**config.mk**
```make
export PLATFORM = sky130hd
export DESIGN_NAME = stack_header_dev_flat
export DESIGN_NICKNAME = d
export VERILOG_FILES = /design/src/shared/stack_header_pkg.sv /design/src/shared/stack_link_if.sv /design/src/hw/stack_header_dev.sv /design/src/flat_wrapper.sv
export SDC_FILE = /design/constraint.sdc
export NUM_CORES = 1
export LEC_CHECK = 0
export BUFFER_PORTS_ARGS = -buffer_cell sky130_fd_sc_hd__buf_2
export CAP_MARGIN = 0
export CORE_UTILIZATION = 30
export DETAILED_ROUTE_END_ITERATION = 6
export PLACE_DENSITY = 0.53
export SLEW_MARGIN = 20
export SYNTH_ARGS = -nofsm -noshare
export SYNTH_HDL_FRONTEND = slang
export SYNTH_SLANG_ARGS = --single-unit
```
**constraint.sdc**
```tcl
create_clock -name clk -period 2.4 [get_ports clk]
set_clock_uncertainty 0.15 [all_clocks]
set_input_delay 0.12 -clock clk [delete_from_list [all_inputs] [get_ports clk]]
set_output_delay 0.12 -clock clk [all_outputs]
set_load 0.02 [all_outputs]
```
**src/shared/stack_header_pkg.sv**
```systemverilog
// constants, field layout and build/parse functions of the stacking header
// assumes both link ends run on one clock and share this package
package stack_header_pkg;

   // value is arbitrary
   localparam logic [15:0] TAG_TYPE_CODE  = 16'h9a3c;
   localparam int          HDR_BYTES      = 10;
   localparam int          TAG_BYTES      = 2;
   localparam int          FRAME_BITS     = 8 * (HDR_BYTES + TAG_BYTES);
   localparam logic [3:0]  LAST_BYTE      = 4'hb;
   localparam logic [3:0]  FIRST_BYTE     = 4'h0;
   localparam int          POS_MARKER     = 79;
   localparam int          POS_SVC_CLASS  = 76;
   localparam int          POS_SVC_INDEX  = 64;
   localparam int          POS_AGGR       = 64;
   localparam int          POS_DROP_PREC  = 60;
   localparam int          POS_SUPER      = 59;
   localparam int          POS_IPRIO      = 56;
   localparam int          POS_CONGEST    = 55;
   localparam int          POS_TTL        = 48;
   localparam int          POS_LEARN      = 47;
   localparam int          POS_FWD        = 44;
   localparam int          POS_DEST_TYPE  = 42;
   localparam int          POS_TTL_KEEP   = 41;
   localparam int          POS_DEST_UNIT  = 37;
   localparam int          POS_DEST       = 32;
   localparam int          PROC_PORT_BITS = 4;

   typedef enum logic [2:0] {
      FWD_LOCAL_LOOKUP = 3'h0,
      FWD_LOGICAL      = 3'h1,
      FWD_PHYSICAL     = 3'h2,
      FWD_MULTICAST    = 3'h3,
      FWD_MIRROR       = 3'h4,
      FWD_PROC_UNIT    = 3'h5,
      FWD_PROC_ALL     = 3'h6,
      FWD_RESERVED     = 3'h7
   } forward_kind_t;

   typedef enum logic [1:0] {
      TX_IDLE = 2'b01,
      TX_SEND = 2'b10
   } tx_state_t;

   typedef struct packed {
      logic [2:0]    service_class;
      logic [11:0]   ingress_service_index;
      logic [3:0]    aggregation_code;
      logic [1:0]    drop_precedence;
      logic          super_priority;
      logic [2:0]    internal_priority;
      logic          ingress_congestion_kind;
      logic [4:0]    time_to_live;
      logic          learn_control;
      forward_kind_t forward_kind;
      logic [10:0]   rewrite_command;
      logic          dest_port_type;
      logic [4:0]    dest_unit;
      logic [4:0]    dest_port_number;
      logic [9:0]    multicast_group_index;
      logic          ttl_keep;
   } hdr_fields_t;

   function automatic logic [79:0] build_header(hdr_fields_t f, logic sel);
      logic [79:0] h;
      h = '0;
      h[POS_MARKER] = 1'b1;
      if (sel) begin
         h[POS_SVC_CLASS +: $bits(f.service_class)] = f.service_class;
         h[POS_SVC_INDEX +: $bits(f.ingress_service_index)] = f.ingress_service_index;
      end else begin
         h[POS_AGGR +: $bits(f.aggregation_code)] = f.aggregation_code;
      end
      h[POS_DROP_PREC +: $bits(f.drop_precedence)] = f.drop_precedence;
      h[POS_SUPER] = f.super_priority;
      h[POS_IPRIO +: $bits(f.internal_priority)] = f.internal_priority;
      h[POS_CONGEST] = f.ingress_congestion_kind;
      h[POS_TTL +: $bits(f.time_to_live)] = f.time_to_live;
      h[POS_LEARN] = f.learn_control;
      h[POS_FWD +: $bits(f.forward_kind)] = f.forward_kind;
      case (f.forward_kind)
         FWD_LOCAL_LOOKUP, FWD_MIRROR: begin
            h[POS_DEST +: $bits(f.rewrite_command)] = f.rewrite_command;
         end
         FWD_LOGICAL: begin
            h[POS_DEST_TYPE] = f.dest_port_type;
            h[POS_DEST_UNIT +: $bits(f.dest_unit)] = f.dest_unit;
            h[POS_DEST +: $bits(f.dest_port_number)] = f.dest_port_number;
         end
         FWD_PHYSICAL: begin
            h[POS_DEST_UNIT +: $bits(f.dest_unit)] = f.dest_unit;
            h[POS_DEST +: $bits(f.dest_port_number)] = f.dest_port_number;
         end
         FWD_MULTICAST: begin
            h[POS_DEST +: $bits(f.multicast_group_index)] = f.multicast_group_index;
         end
         FWD_PROC_UNIT: begin
            h[POS_DEST_UNIT +: $bits(f.dest_unit)] = f.dest_unit;
            h[POS_DEST +: PROC_PORT_BITS] = f.dest_port_number[PROC_PORT_BITS-1:0];
         end
         FWD_PROC_ALL: begin
            h[POS_TTL_KEEP] = f.ttl_keep;
            h[POS_DEST +: PROC_PORT_BITS] = f.dest_port_number[PROC_PORT_BITS-1:0];
         end
         default: begin
            h[POS_DEST] = 1'b0;
         end
      endcase
      return h;
   endfunction

   function automatic hdr_fields_t parse_header(logic [79:0] h, logic sel);
      hdr_fields_t f;
      f = '0;
      if (sel) begin
         f.service_class = h[POS_SVC_CLASS +: $bits(f.service_class)];
         f.ingress_service_index = h[POS_SVC_INDEX +: $bits(f.ingress_service_index)];
      end else begin
         f.aggregation_code = h[POS_AGGR +: $bits(f.aggregation_code)];
      end
      f.drop_precedence = h[POS_DROP_PREC +: $bits(f.drop_precedence)];
      f.super_priority = h[POS_SUPER];
      f.internal_priority = h[POS_IPRIO +: $bits(f.internal_priority)];
      f.ingress_congestion_kind = h[POS_CONGEST];
      f.time_to_live = h[POS_TTL +: $bits(f.time_to_live)];
      f.learn_control = h[POS_LEARN];
      f.forward_kind = forward_kind_t'(h[POS_FWD +: $bits(f.forward_kind)]);
      case (f.forward_kind)
         FWD_LOCAL_LOOKUP, FWD_MIRROR: begin
            f.rewrite_command = h[POS_DEST +: $bits(f.rewrite_command)];
         end
         FWD_LOGICAL, FWD_PHYSICAL: begin
            f.dest_port_type = (f.forward_kind == FWD_LOGICAL) ? h[POS_DEST_TYPE] : 1'b0;
            f.dest_unit = h[POS_DEST_UNIT +: $bits(f.dest_unit)];
            f.dest_port_number = h[POS_DEST +: $bits(f.dest_port_number)];
         end
         FWD_MULTICAST: begin
            f.multicast_group_index = h[POS_DEST +: $bits(f.multicast_group_index)];
         end
         FWD_PROC_UNIT, FWD_PROC_ALL: begin
            if (f.forward_kind == FWD_PROC_UNIT) begin
               f.dest_unit = h[POS_DEST_UNIT +: $bits(f.dest_unit)];
            end else begin
               f.ttl_keep = h[POS_TTL_KEEP];
            end
            f.dest_port_number = {1'b0, h[POS_DEST +: PROC_PORT_BITS]};
         end
         default: begin
            f.ttl_keep = 1'b0;
         end
      endcase
      return f;
   endfunction

endpackage

```
**src/shared/stack_link_if.sv**
```systemverilog
// byte stream link between the switch end and the far end
// assumes one clock for both ends; ready may be combinational
`timescale 1ns/10ps
`default_nettype none
interface stack_link_if;
   logic       ext_valid;
   logic       ext_ready;
   logic [7:0] ext_data;
   logic       ext_last;
   logic       inj_valid;
   logic       inj_ready;
   logic [7:0] inj_data;
   logic       inj_last;

   modport dev (
      output ext_valid,
      input  ext_ready,
      output ext_data,
      output ext_last,
      input  inj_valid,
      output inj_ready,
      input  inj_data,
      input  inj_last
   );

   modport far (
      input  ext_valid,
      output ext_ready,
      input  ext_data,
      input  ext_last,
      output inj_valid,
      input  inj_ready,
      output inj_data,
      output inj_last
   );
endinterface
`default_nettype wire

```
**src/hw/stack_header_dev.sv**
```systemverilog
// switch end: sends extraction headers, receives injection headers
// assumes the far end answers on the same clock; link inputs are not resynchronised
`timescale 1ns/10ps
`default_nettype none
module stack_header_dev (
   input  wire logic                          clk,
   input  wire logic                          reset_n,
   input  wire logic                          ce,
   stack_link_if.dev                          link,
   input  wire logic                          misc_service_index_select,
   input  wire logic                          insert_enable,
   input  wire logic                          ext_req_valid,
   output logic                               ext_req_ready,
   input  wire stack_header_pkg::hdr_fields_t ext_req_fields,
   output logic                               inj_done,
   output var stack_header_pkg::hdr_fields_t  inj_fields,
   output logic                               inj_marker_error,
   output logic                               inj_tag_error,
   output logic                               inj_kind_error,
   output logic                               inj_length_error
);

   stack_header_pkg::tx_state_t tx_state;
   logic [95:0]                 tx_shift;
   logic [3:0]                  tx_count;
   logic                        tx_take;
   logic                        tx_start;
   logic                        tx_byte;
   logic                        tx_end;

   logic [95:0]                 rx_shift;
   logic [3:0]                  rx_count;
   logic [95:0]                 rx_word;
   logic                        rx_byte;
   logic                        rx_end;

   // request is swallowed silently when insertion is off
   assign tx_take  = ext_req_valid && ext_req_ready;
   assign tx_start = tx_take && insert_enable;
   assign tx_byte  = link.ext_valid && link.ext_ready && ce;
   assign tx_end   = tx_byte && (tx_count == stack_header_pkg::LAST_BYTE);

   assign ext_req_ready = ce && (tx_state == stack_header_pkg::TX_IDLE);
   assign link.ext_valid = (tx_state == stack_header_pkg::TX_SEND);
   assign link.ext_data  = tx_shift[95:88];
   assign link.ext_last  = (tx_state == stack_header_pkg::TX_SEND) &&
                           (tx_count == stack_header_pkg::LAST_BYTE);

   always_ff @(posedge clk) begin
      if (!reset_n) begin
         tx_state <= stack_header_pkg::TX_IDLE;
      end else if (ce) begin
         case (tx_state)
            stack_header_pkg::TX_IDLE: begin
               if (tx_start) begin
                  tx_state <= stack_header_pkg::TX_SEND;
               end
            end
            stack_header_pkg::TX_SEND: begin
               if (tx_end) begin
                  tx_state <= stack_header_pkg::TX_IDLE;
               end
            end
            default: begin
               tx_state <= stack_header_pkg::TX_IDLE;
            end
         endcase
      end
   end

   // tag type leads, then the header, top bit in the first header byte
   always_ff @(posedge clk) begin
      if (!reset_n) begin
         tx_shift <= 96'h0;
      end else if (ce) begin
         if (tx_start) begin
            tx_shift <= {stack_header_pkg::TAG_TYPE_CODE,
                         stack_header_pkg::build_header(ext_req_fields,
                                                        misc_service_index_select)};
         end else if (tx_byte) begin
            tx_shift <= {tx_shift[87:0], 8'h00};
         end
      end
   end

   always_ff @(posedge clk) begin
      if (!reset_n) begin
         tx_count <= stack_header_pkg::FIRST_BYTE;
      end else if (ce) begin
         if (tx_start || tx_end) begin
            tx_count <= stack_header_pkg::FIRST_BYTE;
         end else if (tx_byte) begin
            tx_count <= tx_count + 4'h1;
         end
      end
   end

   // stalls the far end only while ce is low: one byte is taken every enabled cycle
   assign link.inj_ready = ce;
   assign rx_byte = link.inj_valid && link.inj_ready;
   assign rx_end  = rx_byte && (link.inj_last || (rx_count == stack_header_pkg::LAST_BYTE));
   assign rx_word = {rx_shift[87:0], link.inj_data};

   always_ff @(posedge clk) begin
      if (!reset_n) begin
         rx_count <= stack_header_pkg::FIRST_BYTE;
      end else if (ce) begin
         if (rx_end) begin
            rx_count <= stack_header_pkg::FIRST_BYTE;
         end else if (rx_byte) begin
            rx_count <= rx_count + 4'h1;
         end
      end
   end

   always_ff @(posedge clk) begin
      if (!reset_n) begin
         rx_shift <= 96'h0;
      end else if (ce) begin
         if (rx_byte) begin
            rx_shift <= rx_word;
         end
      end
   end

   always_ff @(posedge clk) begin
      if (!reset_n) begin
         inj_done <= 1'b0;
      end else if (ce) begin
         inj_done <= rx_end;
      end
   end

   // results hold until the next header completes
   always_ff @(posedge clk) begin
      if (!reset_n) begin
         inj_fields <= '0;
      end else if (ce) begin
         if (rx_end) begin
            inj_fields <= stack_header_pkg::parse_header(rx_word[79:0],
                                                         misc_service_index_select);
         end
      end
   end

   always_ff @(posedge clk) begin
      if (!reset_n) begin
         inj_marker_error <= 1'b0;
      end else if (ce) begin
         if (rx_end) begin
            inj_marker_error <= !rx_word[stack_header_pkg::POS_MARKER];
         end
      end
   end

   always_ff @(posedge clk) begin
      if (!reset_n) begin
         inj_tag_error <= 1'b0;
      end else if (ce) begin
         if (rx_end) begin
            inj_tag_error <= (rx_word[95:80] != stack_header_pkg::TAG_TYPE_CODE);
         end
      end
   end

   always_ff @(posedge clk) begin
      if (!reset_n) begin
         inj_kind_error <= 1'b0;
      end else if (ce) begin
         if (rx_end) begin
            inj_kind_error <= (rx_word[stack_header_pkg::POS_FWD +: 3] ==
                               stack_header_pkg::FWD_RESERVED);
         end
      end
   end

   // a short or long burst still ends the header so the next one starts clean
   always_ff @(posedge clk) begin
      if (!reset_n) begin
         inj_length_error <= 1'b0;
      end else if (ce) begin
         if (rx_end) begin
            inj_length_error <= !(link.inj_last &&
                                  (rx_count == stack_header_pkg::LAST_BYTE));
         end
      end
   end

endmodule
`default_nettype wire

```
**src/flat_wrapper.sv**
```systemverilog
// flat-port wrapper written by rule: the top's interface ports become plain ports
module stack_header_dev_flat 
  (clk, reset_n, ce, misc_service_index_select, insert_enable, ext_req_valid, ext_req_ready, ext_req_fields, inj_done, inj_fields, inj_marker_error, inj_tag_error, inj_kind_error, inj_length_error, link_ext_valid, link_ext_ready, link_ext_data, link_ext_last, link_inj_valid, link_inj_ready, link_inj_data, link_inj_last);
  stack_link_if link_i ();
  input  wire logic clk;
  input  wire logic reset_n;
  input  wire logic ce;
  input  wire logic misc_service_index_select;
  input  wire logic insert_enable;
  input  wire logic ext_req_valid;
  output logic ext_req_ready;
  input  wire stack_header_pkg::hdr_fields_t ext_req_fields;
  output logic inj_done;
  output var stack_header_pkg::hdr_fields_t inj_fields;
  output logic inj_marker_error;
  output logic inj_tag_error;
  output logic inj_kind_error;
  output logic inj_length_error;
  output wire logic [$bits(link_i.ext_valid)-1:0] link_ext_valid;
  input wire logic [$bits(link_i.ext_ready)-1:0] link_ext_ready;
  output wire logic [$bits(link_i.ext_data)-1:0] link_ext_data;
  output wire logic [$bits(link_i.ext_last)-1:0] link_ext_last;
  input wire logic [$bits(link_i.inj_valid)-1:0] link_inj_valid;
  output wire logic [$bits(link_i.inj_ready)-1:0] link_inj_ready;
  input wire logic [$bits(link_i.inj_data)-1:0] link_inj_data;
  input wire logic [$bits(link_i.inj_last)-1:0] link_inj_last;
  assign link_ext_valid = link_i.ext_valid;
  assign link_i.ext_ready = link_ext_ready;
  assign link_ext_data = link_i.ext_data;
  assign link_ext_last = link_i.ext_last;
  assign link_i.inj_valid = link_inj_valid;
  assign link_inj_ready = link_i.inj_ready;
  assign link_i.inj_data = link_inj_data;
  assign link_i.inj_last = link_inj_last;
  stack_header_dev u_core (.clk(clk), .reset_n(reset_n), .ce(ce), .link(link_i), .misc_service_index_select(misc_service_index_select), .insert_enable(insert_enable), .ext_req_valid(ext_req_valid), .ext_req_ready(ext_req_ready), .ext_req_fields(ext_req_fields), .inj_done(inj_done), .inj_fields(inj_fields), .inj_marker_error(inj_marker_error), .inj_tag_error(inj_tag_error), .inj_kind_error(inj_kind_error), .inj_length_error(inj_length_error));
endmodule
```
==> results.sh <==
export IMPL_status="finished, violations left"
export IMPL_violations="negative hold slack"
export IMPL_finalPower_mw=9.273
export IMPL_cp_end_kind="flip-flop"
export IMPL_setup_violations_final=0
export IMPL_worstSkewPairLatency_ns=0.53
export IMPL_coreArea_um2=29800
export IMPL_critPathArrivalTime_ns=2.53
export IMPL_grt_pass1_vias=7873
export IMPL_maxSlewHeadroom_pct=56.83
export IMPL_initial_core_util_pct=30.60
export IMPL_power_leakage_nw=4.540
export IMPL_route_detailed_drc=0
export IMPL_r2r_slack_ns=0.13
export IMPL_synthesis_area_um2=9117
export IMPL_drt_iter0_markers=504
export IMPL_worstHoldStart="ext_req_fields[7]"
export IMPL_die_w_um=176.3
export IMPL_synthFlopType="dfxtp_1"
export IMPL_reg2reg_depth=4
export IMPL_hold_viol=1
export IMPL_finalSetupTns_ns=0
export IMPL_finalCritPeriodShare_pct=94.39
export IMPL_synth_top_area_share_pct=51.60
export IMPL_syn_area_per_cell_um2=8.274
export IMPL_drv_cap=0
export IMPL_rsz0062_at_grt="false"
export IMPL_antenna_found_initial=1
export IMPL_routed_wl_um=25180
export IMPL_synth_most_common_cell="nand2_1"
export IMPL_clockRootBuffer="clkbuf_16"
export IMPL_numCtsBuffers=28
export IMPL_dieArea_um2=31090
export IMPL_yosys_area_top_type="dfxtp_1"
export IMPL_r2r_end="u_core.tx_shift[41]"
export IMPL_wl_per_cell_um=14.81
export IMPL_synth_area_leaders="dfxtp_1, nand2_1, a21oi_1"
export IMPL_worstPathRequired_ns=2.66
export IMPL_syn_inst=1102
export IMPL_grt_total_usage_pct=16.03
export IMPL_crit_fanout=21
export IMPL_tightest_slew_ns=0.6476
export IMPL_area_growth_pct=30.41
export IMPL_cts_buffer_depth=3
export IMPL_ant_nets=0
export IMPL_drv_slew=0
export IMPL_grt_pass1_wl_um=40850
export IMPL_htreeDepth=1
export IMPL_clock_sinks=235
export IMPL_timing_final_ws_setup_ns=0.1346
export IMPL_start_kind="flip-flop"
export IMPL_synth_cell_types=53
export IMPL_crit_reg2reg_launch="u_core.tx_state[0]"
export IMPL_async_reset_ff_share_pct=0
export IMPL_pre_cts_slack_ns=0.4715
export IMPL_hold_path_endpoint="u_core.tx_shift[38]"
export IMPL_die_y_um=176.3
export IMPL_antenna_cells=0
export IMPL_whs_path_depth=5
export IMPL_io_buffers=169
export IMPL_routed_via_count=8129
export IMPL_drive_gt1_share_pct=18.70
export IMPL_holdWs_ns=-0.007461
export IMPL_syn_num_nets=1189
export IMPL_clk_pin_slew_ns=0.06
export IMPL_placement_rows=63
export IMPL_crit_type="flip-flop to flip-flop"
export IMPL_vias_per_cell=4.782
export IMPL_hp_class="input port to flip-flop"
export IMPL_synth_edf_count=0
export IMPL_max_vdd_ir_drop_v=0.0004882
export IMPL_gp_congestion=0.7528
export IMPL_ys_ff_latch=235
export IMPL_power_density_nw_per_um2=779.9
export IMPL_cts_tree="done"
export IMPL_grt_max_degree=90
export IMPL_synth_top_cells_by_count="nand2_1, dfxtp_1, a21oi_1, nor2_1, nand3_1"
export IMPL_final_nets=1379
export IMPL_overflow=0
export IMPL_ys_warn_count=0
export IMPL_seq_area_frac_synth_pct=51.60
export IMPL_cts_setup_buffers=0
export IMPL_dp_final_hpwl_um=15740
export IMPL_first_pass_iters=4
export IMPL_boundaryPins=170
export IMPL_min_period_ns=2.265
export IMPL_final_util_pct=39.91
export IMPL_max_freq_ghz=0.4414
## routing by layer
layer,up-vias,GRT usage (%),routed length [um]
met3,39,3.015,1134
met1,3812,22.32,12380
met5,-,0,17
li1,4129,-,-
met4,2,3.700,471
met2,147,25.54,11180
## stage by stage
step           hold slack, ns  instance area (um^2)  std cells
2_1_floorplan         0.07874                  9117       1102
3_3_place_gp           0.2167                 10170       1582
3_5_place_dp           0.2146                 10170       1582
4_1_cts               0.01207                 11890       1700
5_1_grt               0.04227                 11890       1700
6_report            -0.007461                 11890       1700
## cell type report
cell class                 instances  area, um^2
clock buffer                      38       789.5
clock inverter                    10       229.0
fill                            3084       17910
inverter                           1       6.256
multi-input combinational        768        3906
sequential                       235        4705
tap                              390       488.0
timing repair buffer             258        1767
## state kept, by name, summed over array words and instances (netlist names)
signal and flops:
u_core.inj_done 1, u_core.inj_fields 68, u_core.inj_kind_error 1, u_core.inj_length_error 1, u_core.inj_marker_error 1, u_core.inj_tag_error 1
u_core.rx_count 4, u_core.rx_shift 88, u_core.tx_count 4, u_core.tx_shift 64, u_core.tx_state 2
## report_power, final
part	internal [mW]	total (mW)	switching (mW)	leakage (nW)
logic	0.263	0.602	0.339	2.14
clock network	3.03	4.67	1.64	0.497
registers	3.97	4.00	0.0366	1.90
## how the worst max path moves through the flow
stage / start / to / slack (ns) / cells past startpoint
finish: u_core.tx_state[0] / u_core.tx_shift[41] / 0.13 / 4
global route: u_core.tx_state[0] / u_core.tx_shift[41] / 0.007 / 4
CTS: u_core.tx_state[0] / u_core.tx_shift[41] / 0.15 / 4
detailed placement: u_core.rx_count[0] / u_core.inj_fields[60] / 0.47 / 5
global placement: u_core.rx_count[0] / u_core.inj_fields[60] / 0.50 / 5
floorplan: u_core.rx_count[0] / u_core.inj_fields[57] / 0.69 / 7
## cell usage in the layout, fill, tap and decap left out, types with 14 or more instances in the layout
cell           synthesis  routed
dlygate4sd3_1          0      70
o221ai_1              16      16
nand2_1              277     276
nor2_1                84      84
a22o_1                15      15
a21oi_1              188     188
o21ai_0               20      20
nand3_1               46      46
clkbuf_16              0      29
buf_2                 28     168
nor3_1                14      14
dfxtp_1              235     235
## cells by family (layout without fill, tap and decap cells)
kind of cell               after synthesis  after routing  synth area share (%)
AOI/OAI and AO/OA                      276            276                 18.10
xor gates and xnor gates                 7              7                0.6724
adders and majority gates                2              2                0.2744
buffers and inverters                   99            307                 5.736
DFF                                    235            235                 51.60
muxes                                   13             13                 1.427
and+or+nand+nor                        470            470                 22.19
## critical path, stage by stage (launching register included)
cell           delay (ns)
dfxtp_1              0.43
and3b_1              0.34
nand3_4              0.26
o311a_1              0.41
dlygate4sd3_1        0.55
## what timing repair did
item | in CTS | in global routing
endpoints found under the hold margin | 83 | 0
hold buffers | 70 | 0
resized for setup | 0 | 1
endpoints found under the setup margin | 0 | 1
Note: power is estimated with default switching activity, not from simulation.
